$ cat config.mk
export PLATFORM = sky130hd
export DESIGN_NAME = sbm_ctrl
export DESIGN_NICKNAME = d
export VERILOG_FILES = /design/src/logic/sbm_pkg.sv /design/src/logic/sbm_ctrl.sv
export SDC_FILE = /design/constraint.sdc
export NUM_CORES = 1
export LEC_CHECK = 0
export ABC_CLOCK_PERIOD_IN_PS = 1430
export BUFFER_PORTS_ARGS = -buffer_cell sky130_fd_sc_hd__buf_2
export CORE_AREA = 2 2 79 111
export DETAILED_ROUTE_END_ITERATION = 10
export DIE_AREA = 0 0 81 113
export GPL_TIMING_DRIVEN = 0
export SYNTH_ARGS = -nofsm -noshare
export SYNTH_HDL_FRONTEND = slang
export SYNTH_SLANG_ARGS = --single-unit
$ cat constraint.sdc
create_clock -name mclk -period 1.43 [get_ports mclk]
set_input_delay 0.0715 -clock mclk [delete_from_list [all_inputs] [get_ports mclk]]
set_output_delay 0.0715 -clock mclk [all_outputs]
set_load 0.01 [all_outputs]
$ cat src/logic/sbm_pkg.sv
/*
  Package for the supply drop detector and supply warning monitor control.
  Holds register offsets, field positions, mode encodings and bus structs.
  Assumes an 8-bit register port with one-cycle strobes.
*/
package sbm_pkg;
  localparam int ADDR_W = 4;
  localparam int DATA_W = 8;

  // Register offsets
  localparam logic [ADDR_W-1:0] OFF_MODE_CTRL  = 4'h0;
  localparam logic [ADDR_W-1:0] OFF_THRESH_LVL = 4'h1;
  localparam logic [ADDR_W-1:0] OFF_MON_LEVEL  = 4'h8;
  localparam logic [ADDR_W-1:0] OFF_MON_INTCTL = 4'h9;
  localparam logic [ADDR_W-1:0] OFF_MON_FLAGS  = 4'ha;
  localparam logic [ADDR_W-1:0] OFF_MON_STATE  = 4'hb;

  // Field positions in detector_mode_control
  localparam int SLEEP_LSB = 0;
  localparam int ACTIVE_LSB = 2;
  localparam int SAMP_BIT = 4;
  // Field positions in monitor_interrupt_control, monitor flags and monitor state
  localparam int IE_BIT = 0;
  localparam int CFG_LSB = 1;
  localparam int FLAG_BIT = 0;
  localparam int STATE_BIT = 0;

  // Detector operating modes
  localparam logic [1:0] MODE_DIS  = 2'h0;
  localparam logic [1:0] MODE_CONT = 2'h1;
  localparam logic [1:0] MODE_SAMP = 2'h2;
  localparam logic [1:0] MODE_HOLD = 2'h3;

  // Warning trigger selection
  localparam logic [1:0] TRIG_FALL = 2'h0;
  localparam logic [1:0] TRIG_RISE = 2'h1;
  localparam logic [1:0] TRIG_BOTH = 2'h2;

  // Warning threshold selection
  localparam logic [1:0] WLVL_OFF = 2'h0;

  localparam logic [DATA_W-1:0] ZERO_BYTE = 8'h00;
  localparam logic [2:0] LVL_RESET = 3'h0;

  // Fuse image loaded at reset
  typedef struct packed {
    logic       sample_rate_select;
    logic [1:0] active_mode;
    logic [1:0] sleep_mode;
    logic [2:0] drop_threshold_select;
  } sbm_fuse_s;

  // Register port request
  typedef struct packed {
    logic [ADDR_W-1:0] addr;
    logic [DATA_W-1:0] wdata;
    logic              wr;
    logic              rd;
  } sbm_req_s;

  // Detector state manager
  typedef enum logic [1:0] {ST_AWAKE, ST_ASLEEP, ST_WAKING} sbm_state_e;
endpackage

$ cat src/logic/sbm_ctrl.sv
/*
  Control logic of the supply drop detector and supply warning monitor.
  Assumes analog comparators, a sampling strobe source, the reset
  controller and the CPU unlock guard sit outside; their pins arrive
  asynchronous and are synchronised here.
*/
`timescale 1ns/1ps
`default_nettype none

module sbm_ctrl (
  input  wire logic                      mclk,
  input  wire logic                      rstn,
  input  wire logic                      clk_en,
  input  wire sbm_pkg::sbm_req_s         req,
  output var  logic [sbm_pkg::DATA_W-1:0] rdata,
  input  wire sbm_pkg::sbm_fuse_s        detector_fuse_config,
  input  wire logic                      io_register_unlock_key,
  input  wire logic                      deep_sleep,
  input  wire logic                      debug_halt,
  input  wire logic                      sample_tick,
  input  wire logic                      supply_below_drop,
  input  wire logic                      supply_below_warn,
  output var  logic [1:0]                detector_mode,
  output var  logic                      detector_on,
  output var  logic                      sample_rate_select,
  output var  logic [2:0]                drop_threshold_select,
  output var  logic [1:0]                warning_threshold_select,
  output var  logic                      reset_request,
  output var  logic                      warning_irq,
  output var  logic                      wake_hold
);
  import sbm_pkg::*;

  // Two-flop synchronisers for all pins from other domains
  logic [5:0] sync1_q;
  logic [5:0] sync2_q;
  logic       key_s;
  logic       sleep_s;
  logic       halt_s;
  logic       tick_s;
  logic       drop_s;
  logic       warn_s;

  always_ff @(posedge mclk) begin
    if (!rstn) begin
      sync1_q <= 6'h00;
      sync2_q <= 6'h00;
    end else if (clk_en) begin
      sync1_q <= {io_register_unlock_key, deep_sleep, debug_halt,
                  sample_tick, supply_below_drop, supply_below_warn};
      sync2_q <= sync1_q;
    end
  end

  assign {key_s, sleep_s, halt_s, tick_s, drop_s, warn_s} = sync2_q;

  // Register state
  logic       samp_q;
  logic [1:0] active_q;
  logic [1:0] sleep_q;
  logic [2:0] lvl_q;
  logic [1:0] wlvl_q;
  logic [1:0] cfg_q;
  logic       ie_q;
  logic       flag_q;
  logic       fuse_pend_q;

  function automatic logic hit(input sbm_req_s r, input logic [ADDR_W-1:0] off);
    hit = r.wr && (r.addr == off);
  endfunction

  // fuse load at reset
  // Fuses are caught on the first enabled edge after release, never
  // as an asynchronous reset value.
  always_ff @(posedge mclk) begin
    if (!rstn) begin
      fuse_pend_q <= 1'b1;
      samp_q      <= 1'b0;
      active_q    <= MODE_DIS;
      sleep_q     <= MODE_DIS;
      lvl_q       <= LVL_RESET;
    end else if (clk_en) begin
      if (fuse_pend_q) begin
        fuse_pend_q <= 1'b0;
        samp_q      <= detector_fuse_config.sample_rate_select;
        active_q    <= detector_fuse_config.active_mode;
        sleep_q     <= detector_fuse_config.sleep_mode;
        lvl_q       <= detector_fuse_config.drop_threshold_select;
      end else if (hit(req, OFF_MODE_CTRL) && key_s) begin
        sleep_q <= req.wdata[SLEEP_LSB +: 2];
        samp_q  <= req.wdata[SAMP_BIT];
      end
    end
  end

  always_ff @(posedge mclk) begin
    if (!rstn) begin
      wlvl_q <= WLVL_OFF;
      cfg_q  <= TRIG_FALL;
      ie_q   <= 1'b0;
    end else if (clk_en) begin
      if (hit(req, OFF_MON_LEVEL)) begin
        wlvl_q <= req.wdata[1:0];
      end
      if (hit(req, OFF_MON_INTCTL)) begin
        ie_q  <= req.wdata[IE_BIT];
        cfg_q <= req.wdata[CFG_LSB +: 2];
      end
    end
  end

  // Sleep state manager
  sbm_state_e st_q;
  logic [1:0] mode_d;

  always_ff @(posedge mclk) begin
    if (!rstn) begin
      st_q <= ST_AWAKE;
    end else if (clk_en) begin
      case (st_q)
        ST_AWAKE: begin
          if (sleep_s) begin
            st_q <= ST_ASLEEP;
          end
        end
        ST_ASLEEP: begin
          if (!sleep_s) begin
            st_q <= ST_WAKING;
          end
        end
        ST_WAKING: begin
          // One settle cycle; hold mode releases the core after it
          st_q <= ST_AWAKE;
        end
        default: begin
          st_q <= ST_AWAKE;
        end
      endcase
    end
  end

  // Mode in force; reserved sleep code treated as disabled
  always_comb begin
    mode_d = (st_q == ST_ASLEEP) ? sleep_q : active_q;
    if (st_q == ST_ASLEEP && sleep_q == MODE_HOLD) begin
      mode_d = MODE_DIS;
    end
    if (fuse_pend_q) begin
      mode_d = MODE_DIS;
    end
  end

  logic det_en;
  logic sampled;
  logic look;
  logic mon_on;
  logic [1:0] on_hist_q;
  logic [1:0] warm_q;

  // Comparator warm-up; a powered-down comparator reads junk, and the
  // result needs two synchroniser cycles before it can be trusted
  always_ff @(posedge mclk) begin
    if (!rstn) begin
      on_hist_q <= 2'h0;
      warm_q    <= 2'h0;
    end else if (clk_en) begin
      on_hist_q <= {on_hist_q[0], detector_on};
      warm_q    <= {warm_q[0], detector_on && (warning_threshold_select != WLVL_OFF)};
    end
  end

  assign det_en  = (mode_d != MODE_DIS);
  assign sampled = (mode_d == MODE_SAMP);
  // Limitation: a sampling strobe must stay high four synced cycles
  assign look    = det_en && on_hist_q[1] && (!sampled || tick_s);

  // Held comparator results; sampled mode only refreshes on ticks
  logic drop_q;
  logic wbelow_q;
  logic wvalid_q;
  logic wprev_q;
  logic wfill_q;

  // comparison state
  // Edges count only once two trusted samples are held, except in both-edge mode, which also fires while fewer are held
  always_ff @(posedge mclk) begin
    if (!rstn) begin
      drop_q   <= 1'b0;
      wbelow_q <= 1'b0;
      wvalid_q <= 1'b0;
      wprev_q  <= 1'b0;
      wfill_q  <= 1'b0;
    end else if (clk_en) begin
      if (!det_en) begin
        drop_q   <= 1'b0;
        wvalid_q <= 1'b0;
        wfill_q  <= 1'b0;
      end else begin
        if (look) begin
          drop_q <= drop_s;
        end
        if (!mon_on) begin
          wvalid_q <= 1'b0;
          wfill_q  <= 1'b0;
        end else if (look && warm_q[1]) begin
          wbelow_q <= warn_s;
          wprev_q  <= wbelow_q;
          wfill_q  <= 1'b1;
          wvalid_q <= wfill_q;
        end
      end
    end
  end

  logic fall_ev;
  logic rise_ev;
  logic trig;
  assign mon_on  = det_en && ie_q && (wlvl_q != WLVL_OFF);
  assign fall_ev = wbelow_q && !wprev_q;
  assign rise_ev = !wbelow_q && wprev_q;
  always_comb begin
    trig = 1'b0;
    if (look && mon_on) begin
      case (cfg_q)
        TRIG_FALL: trig = wvalid_q && fall_ev;
        TRIG_RISE: trig = wvalid_q && rise_ev;
        TRIG_BOTH: trig = !wvalid_q || fall_ev || rise_ev;
        default:   trig = 1'b0;
      endcase
    end
  end

  // write one clears
  // Set wins over a clear in the same cycle
  always_ff @(posedge mclk) begin
    if (!rstn) begin
      flag_q <= 1'b0;
    end else if (clk_en) begin
      if (trig) begin
        flag_q <= 1'b1;
      end else if (hit(req, OFF_MON_FLAGS) && req.wdata[FLAG_BIT]) begin
        flag_q <= 1'b0;
      end
    end
  end

  // Read data, one cycle after the strobe; unmapped reads zero
  always_ff @(posedge mclk) begin
    if (!rstn) begin
      rdata <= ZERO_BYTE;
    end else if (clk_en) begin
      rdata <= ZERO_BYTE;
      if (req.rd) begin
        case (req.addr)
          OFF_MODE_CTRL:  rdata <= {3'h0, samp_q, active_q, sleep_q};
          OFF_THRESH_LVL: rdata <= {5'h00, lvl_q};
          OFF_MON_LEVEL:  rdata <= {6'h00, wlvl_q};
          OFF_MON_INTCTL: rdata <= {5'h00, cfg_q, ie_q};
          OFF_MON_FLAGS:  rdata <= {7'h00, flag_q};
          OFF_MON_STATE:  rdata <= {7'h00, wbelow_q};
          default:        rdata <= ZERO_BYTE;
        endcase
      end
    end
  end

  // Registered outputs
  always_ff @(posedge mclk) begin
    if (!rstn) begin
      detector_mode            <= MODE_DIS;
      detector_on              <= 1'b0;
      sample_rate_select       <= 1'b0;
      drop_threshold_select    <= LVL_RESET;
      warning_threshold_select <= WLVL_OFF;
      reset_request            <= 1'b0;
      warning_irq              <= 1'b0;
      wake_hold                <= 1'b0;
    end else if (clk_en) begin
      detector_mode            <= mode_d;
      detector_on              <= det_en && (!sampled || tick_s);
      sample_rate_select       <= samp_q;
      drop_threshold_select    <= lvl_q;
      warning_threshold_select <= mon_on ? wlvl_q : WLVL_OFF;
      reset_request            <= drop_q;
      warning_irq              <= ie_q && flag_q && !halt_s;
      wake_hold                <= (st_q == ST_WAKING) && (active_q == MODE_HOLD);
    end
  end
endmodule
`default_nettype wire

==> results of run 1 <==
[routing by layer]
layer	track usage (%)	up-vias	wire [um]
li1	-	1020	-
met1	16.6	972	2690
met2	26.1	51	3340
met3	2.39	12	223
met4	5.65	0	179
met5	0	-	0
[per-stage QoR]
step	instance area, um2	hold WS (ns)	TNS, ns	std cells	setup WS [ns]
floorplan	2390	0.219	0	265	0.0161
global placement	2720	0.308	-0.678	407	-0.155
detailed placement	2720	0.322	-0.800	407	-0.130
CTS	2940	0.0237	-0.0445	418	-0.0388
global route	2990	0.0490	-0.324	418	-0.0958
finish	2990	0.0192	-0.0302	418	-0.0142
[critical path: cells and delay by family (launching register included)]
kind / cells / cell delay [ns]
AO/OA/AOI/OAI: 4 / 0.86
AND/OR/NAND/NOR: 1 / 0.17
flip-flops: 1 / 0.34
[registers in the layout, indices dropped and copies added (netlist names), 2 cells and up]
name,count
detector_mode,2
rdata,5
lvl_q,3
on_hist_q,2
sync2_q,6
sleep_q,2
warning_threshold_select,2
active_q,2
sync1_q,6
cfg_q,2
warm_q,2
drop_threshold_select,3
st_q,2
wlvl_q,2
[layout by cell type (no fill, tap or decap), types with 4 or more instances in the layout]
| cell type | synthesis | layout |
|---|---|---|
| buf_4 | 3 | 6 |
| dfxtp_1 | 55 | 52 |
| mux2i_1 | 33 | 32 |
| a21oi_1 | 20 | 18 |
| buf_2 | 7 | 48 |
| nand4_1 | 6 | 6 |
| clkbuf_16 | 0 | 5 |
| nand3_1 | 10 | 10 |
| inv_1 | 5 | 5 |
| o21ai_0 | 6 | 6 |
| nor3_1 | 4 | 4 |
| clkbuf_1 | 8 | 8 |
| nand2_1 | 24 | 24 |
| nor2_1 | 39 | 38 |
[power by group through the flow]
stage	clock network (mW)	registers [mW]	logic [mW]
floorplan	0	1.63	0.186
global placement	0	1.63	0.286
detailed placement	0	1.64	0.289
CTS	1.44	1.60	0.295
global route	1.48	1.60	0.335
finish	1.41	1.60	0.306
[timing repair]
| action | CTS | global route |
|---|---|---|
| setup buffers | 3 | 0 |
| pin swaps | 4 | 6 |
| resized for setup | 9 | 9 |
| endpoints found under the setup margin | 14 | 9 |
[cell usage after synthesis]
| cell | instances | share of area [%] |
|---|---|---|
| nand2b_4 | 1 | 0.58 |
| nor4bb_1 | 1 | 0.42 |
| nor2b_1 | 4 | 1.0 |
| o31ai_2 | 1 | 0.52 |
| o311ai_0 | 1 | 0.37 |
| a22oi_1 | 3 | 0.94 |
| and3_1 | 1 | 0.26 |
| a211o_1 | 1 | 0.37 |
| nand4_1 | 6 | 1.6 |
| dfxtp_1 | 55 | 46 |
| nand2_1 | 24 | 3.8 |
| nor3_1 | 4 | 0.84 |
| mux2i_1 | 33 | 14 |
| mux4_2 | 1 | 0.94 |
| o32ai_1 | 1 | 0.37 |
| clkbuf_1 | 8 | 1.3 |
| buf_1 | 1 | 0.16 |
| nand3b_1 | 3 | 0.94 |
| o211ai_1 | 1 | 0.31 |
| buf_2 | 7 | 1.5 |
| o21ai_0 | 6 | 1.3 |
| nand3_1 | 10 | 2.1 |
| nand2b_1 | 1 | 0.26 |
| or4_1 | 1 | 0.31 |
| and4_1 | 1 | 0.37 |
| a32oi_1 | 1 | 0.37 |
| buf_4 | 3 | 0.94 |
| nor2_1 | 39 | 6.1 |
| nand4b_1 | 1 | 0.37 |
| clkbuf_2 | 1 | 0.21 |
| mux2_2 | 3 | 1.4 |
| nor4_1 | 1 | 0.26 |
| and3b_1 | 1 | 0.37 |
| nor4_4 | 1 | 0.89 |
| nor3b_1 | 1 | 0.31 |
| a21oi_1 | 20 | 4.2 |
| xnor2_1 | 1 | 0.37 |
| a221oi_1 | 1 | 0.37 |
| a21o_1 | 1 | 0.31 |
| and4bb_2 | 1 | 0.52 |
| conb_1 | 1 | 0.16 |
| o22ai_1 | 1 | 0.26 |
| a211oi_1 | 3 | 0.94 |
| o21ai_2 | 1 | 0.37 |
| inv_1 | 5 | 0.79 |
[layout make-up]
class | instances | area [um2]
Tap cell | 102 | 128
Clock buffer | 6 | 139
Fill cell | 860 | 5110
Inverter | 5 | 18.8
Sequential cell | 55 | 1110
Buffer | 20 | 97.6
Multi-Input combinational cell | 185 | 1230
Timing Repair Buffer | 43 | 223
Clock inverter | 2 | 35.0
[path summary, 6_finish.rpt]
path                                         from         end  cells after the start
worst min-delay path            supply_below_warn  sync1_q[0]                      3
worst max-delay path                      st_q[1]      drop_q                      5
worst max register to register            st_q[1]      drop_q                      5
worst min register to register          warm_q[0]   warm_q[0]                      2
[cells by family (layout without fill, tap and decap cells)]
| logic type | Yosys count | after routing | share of synthesized area (%) |
|---|---|---|---|
| xor+xnor | 1 | 1 | 0.367 |
| flops | 55 | 55 | 46.1 |
| mux | 37 | 37 | 16.2 |
| compound gates | 42 | 42 | 11.0 |
| buf+inv | 25 | 76 | 4.82 |
| simple gates | 102 | 102 | 21.3 |
| other cells | 1 | 3 | 0.157 |
==> results.cfg, run 1 <==
[clock_tree]
clock_latency_ns = 0.29
cts_root_buf = clkbuf_16
cts_made_buffers = 5
clock_sinks = 55
htree_levels = 2
clock_path_buffers = 2
cts_hold_buf = 0
cts_tree = built
clkSlewWorstSetupHoldPaths_ns = 0.07

[setup_path]
start_kind = flip-flop
criticalPathCategory = flip-flop to flip-flop
crit_path_max_fanout = 5
regToRegSetupSlack_ns = -0.01
slowest_stage = a211o_4
cp.required_ns = 1.64
worstPathArrival_ns = 1.66
worst_setup_path_end_kind = flip-flop
critPathMaxStageDelay_ns = 0.37
cp_cell_sequence = nand2b_4 -> a211o_4 -> o31ai_2 -> a32oi_2 -> o22ai_1

[routing]
via_per_inst = 4.92
remaining_drc_errors = 0
drt_iter0_markers = 109
ant_nets = 0
routed-via-count = 2055
wl_per_cell_um = 15.4
drt-pass1-iter-count = 4
wl_um = 6430

[sta]
maxSlewViolCount = 0
min_period_over_period_pct = 101
rsz0062_at_grt = true
finClkSkew_ns = 0.00412
report.final.hold_viol_count = 0
fmax_mhz = 692
tightest_slew_ns = 0.656
worst_slack_ns = -0.0142
post-route-min-period_ns = 1.44
setup_viol = 3
slew_headroom_pct = 55.8

[final_layout]
final_util_pct = 36.9
layout-drive-gt1-share_pct = 26.9
final_nets = 346
syn_to_final_growth_pct = 25.1
antenna_cells = 0

[yosys]
synth_area_per_cell_um2 = 9.07
ys_ff_latch = 55
ys_types = 45
synth_area_um2 = 2390
yosysWarnings = 0
syn_inst = 263
yosysSeqAreaShare_pct = 46.1

[power_and_ir_drop]
swShare_pct = 22.6
power_frac_comb_pct = 9.2
irDropWorstVdd_uv = 635
intPower_mw = 2.56
p_leak_nw = 1.20
cellPowerDensity_nw_per_um2 = 1110
p_sw_mw = 0.750
p_total_mw = 3.31
clockPowerShare_pct = 42.5
sequentialPowerShare_pct = 48.2

[status]
violations = negative setup slack
outcome = complete, but fails checks

[grt]
grt_pass1_wl_um = 10200
grt_pass1_vias = 2067
antenna_found_initial = 0
overflow = 0
grtUsageTotal_pct = 14.4
grt_start_max_net_pins = 17

[die]
rows = 39
start_util_pct = 29.5
die_area_um2 = 9150
die_h_um = 113
dieWidth_um = 81
io_pins = 51
core_um2 = 8100

[min_path]
hold_path.class = primary input to flip-flop

[place]
portBuffers = 40
hpwlAfterDp_um = 4770
gp_congestion = 0.841

[run]
drv_cap = 0
No activity file was read; power rests on OpenSTA's default activity.
==> run 2: changes to the inputs <==
- CORE_AREA: 2 2 79 111 -> 2 2 106 83
- DIE_AREA: 0 0 81 113 -> 0 0 108 85
==> results.cfg, run 2 (same netlist as run 1, synthesis figures left out) <==
[status]
violations = negative setup slack
outcome = complete, but fails checks

[grt]
grt_start_max_net_pins = 16
grt_pass1_wl_um = 10200
grtUsageTotal_pct = 14.7
overflow = 0
antenna_found_initial = 0
grt_pass1_vias = 1944

[run]
drv_cap = 0

[final_layout]
final_area_um2 = 2930
final_common_cell = dfxtp_1
largestRegisters = sync1_q (6), sync2_q (6), rdata (5)
syn_to_final_growth_pct = 22.7
final_cell_mix = 52 x dfxtp_1, 48 x buf_2, 38 x nor2_1
final_util_pct = 35.8
antenna_cells = 0
fillers = 845
final_nets = 350
layout-drive-gt1-share_pct = 25.1

[die]
rows = 29
start_util_pct = 29.2
dieWidth_um = 108
io_pins = 51
die_area_um2 = 9180
core_um2 = 8160
die_h_um = 85

[setup_path]
regToRegSetupSlack_ns = -0.04
r2r-end = drop_q
cp_cell_sequence = and3b_2 -> a211o_4 -> and4_4 -> a32oi_1 -> o22ai_1
critPathMaxStageDelay_ns = 0.38
crit_path_start = st_q[0]
worstPathArrival_ns = 1.65
cp.required_ns = 1.61
start_kind = flip-flop
crit_path_max_fanout = 5
critPathCapture = drop_q
rr_worst_depth = 5
r2r_start = st_q[0]
criticalPathCategory = flip-flop to flip-flop
slowest_stage = dfxtp_4
worst_setup_path_end_kind = flip-flop

[sta]
slew_headroom_pct = 55.2
finClkSkew_ns = 0.0117
tightest_slew_ns = 0.671
rsz0062_at_grt = true
post-route-min-period_ns = 1.47
maxSlewViolCount = 0
worst_slack_ns = -0.0383
min_period_over_period_pct = 103
fmax_mhz = 681
setup_viol = 2
report.final.hold_viol_count = 0

[place]
hpwlAfterDp_um = 4710
gp_congestion = 0.852
portBuffers = 40
placed_area_um2 = 2730

[clock_tree]
clkSlewWorstSetupHoldPaths_ns = 0.10
cts_root_buf = clkbuf_8
cts_tree = built
htree_levels = 2
clock_sinks = 55
clock_path_buffers = 2
clock_latency_ns = 0.31
cts_made_buffers = 5

[routing]
drt_iter0_markers = 114
drt-pass1-iter-count = 4
ant_nets = 0
wl_um = 6460
routed-via-count = 2092
wl_per_cell_um = 15.1
via_per_inst = 4.90
remaining_drc_errors = 0

[power_and_ir_drop]
p_leak_nw = 1.17
irDropWorstVdd_uv = 414
cellPowerDensity_nw_per_um2 = 958

[min_path]
hold_path.class = primary input to flip-flop
min_path_cells = 3
## run 2: cell count changes in the layout (fill, tap and decap cells not counted), moves of 2 or more
| cell | before | now |
|---|---|---|
| o21ai_0 | 6 | 4 |
| a21oi_2 | 2 | 0 |
| clkbuf_16 | 5 | 0 |
| a21oi_1 | 18 | 20 |
| clkbuf_8 | 1 | 6 |
| dlygate4sd3_1 | 0 | 4 |
| o21ai_1 | 0 | 2 |
## run 2: worst max-delay path, delay by kind of cell, from the launching register on
| family | cells | cell delay, ns |
|---|---|---|
| flops | 1 | 0.38 |
| simple gates | 2 | 0.43 |
| compound gates | 3 | 0.54 |
## run 2: metal layers
layer | share of wire (%) | up-vias | GRT usage [%]
met5 | 0 | - | 0
met2 | 42 | 57 | 21.2
met3 | 5.5 | 7 | 3.46
met1 | 51 | 999 | 22.2
met4 | 0.88 | 0 | 2.80
li1 | - | 1029 | -
## run 2: worst min path at each step
stage,start,to,slack [ns]
2_1_floorplan,supply_below_warn,sync1_q[0],0.22
3_3_place_gp,req[4],cfg_q[1],0.31
3_5_place_dp,supply_below_warn,sync1_q[0],0.31
4_1_cts,detector_fuse_config[0],lvl_q[0],0.005
5_1_grt,deep_sleep,sync1_q[4],0.01
6_report,deep_sleep,sync1_q[4],0.003
## run 2: layout make-up
class	instances	area (um2)	share of cell area [%]
clock buffers	6	82.6	2.82
repair buffers	47	263	8.98
multi-input cells	185	1210	41.4
plain buffers	20	97.6	3.33
well taps	108	135	4.62
clock inverters	1	5.00	0.171
flip-flops and latches	55	1110	38.0
inverters	5	18.8	0.641
## run 2: power by group
group	leakage, nW	internal, mW	total [mW]	switching, mW
clock	0.0470	0.382	0.890	0.508
combinational	0.677	0.132	0.318	0.186
sequential	0.449	1.57	1.60	0.0304
total	1.17	2.08	2.80	0.725
## run 2: per-stage QoR
step | power (mW) | std cells | setup TNS (ns) | hold WS, ns | worst slack (ns)
6_report | 2.80 | 427 | -0.0402 | 0.00266 | -0.0383
4_1_cts | 2.82 | 426 | -0.109 | 0.00517 | -0.0522
3_3_place_gp | 1.92 | 413 | -1.02 | 0.310 | -0.155
3_5_place_dp | 1.93 | 413 | -1.01 | 0.314 | -0.151
2_1_floorplan | 1.81 | 265 | 0 | 0.219 | 0.0161
5_1_grt | 2.92 | 427 | -0.288 | 0.0111 | -0.0764
## run 2: timing repair
| action | CTS | global route |
|---|---|---|
| hold endpoints to repair | 4 | 0 |
| setup endpoints to repair | 14 | 9 |
| resized for setup | 8 | 9 |
| pin swaps | 4 | 7 |
| hold buffers | 4 | 0 |
| setup buffers | 2 | 1 |
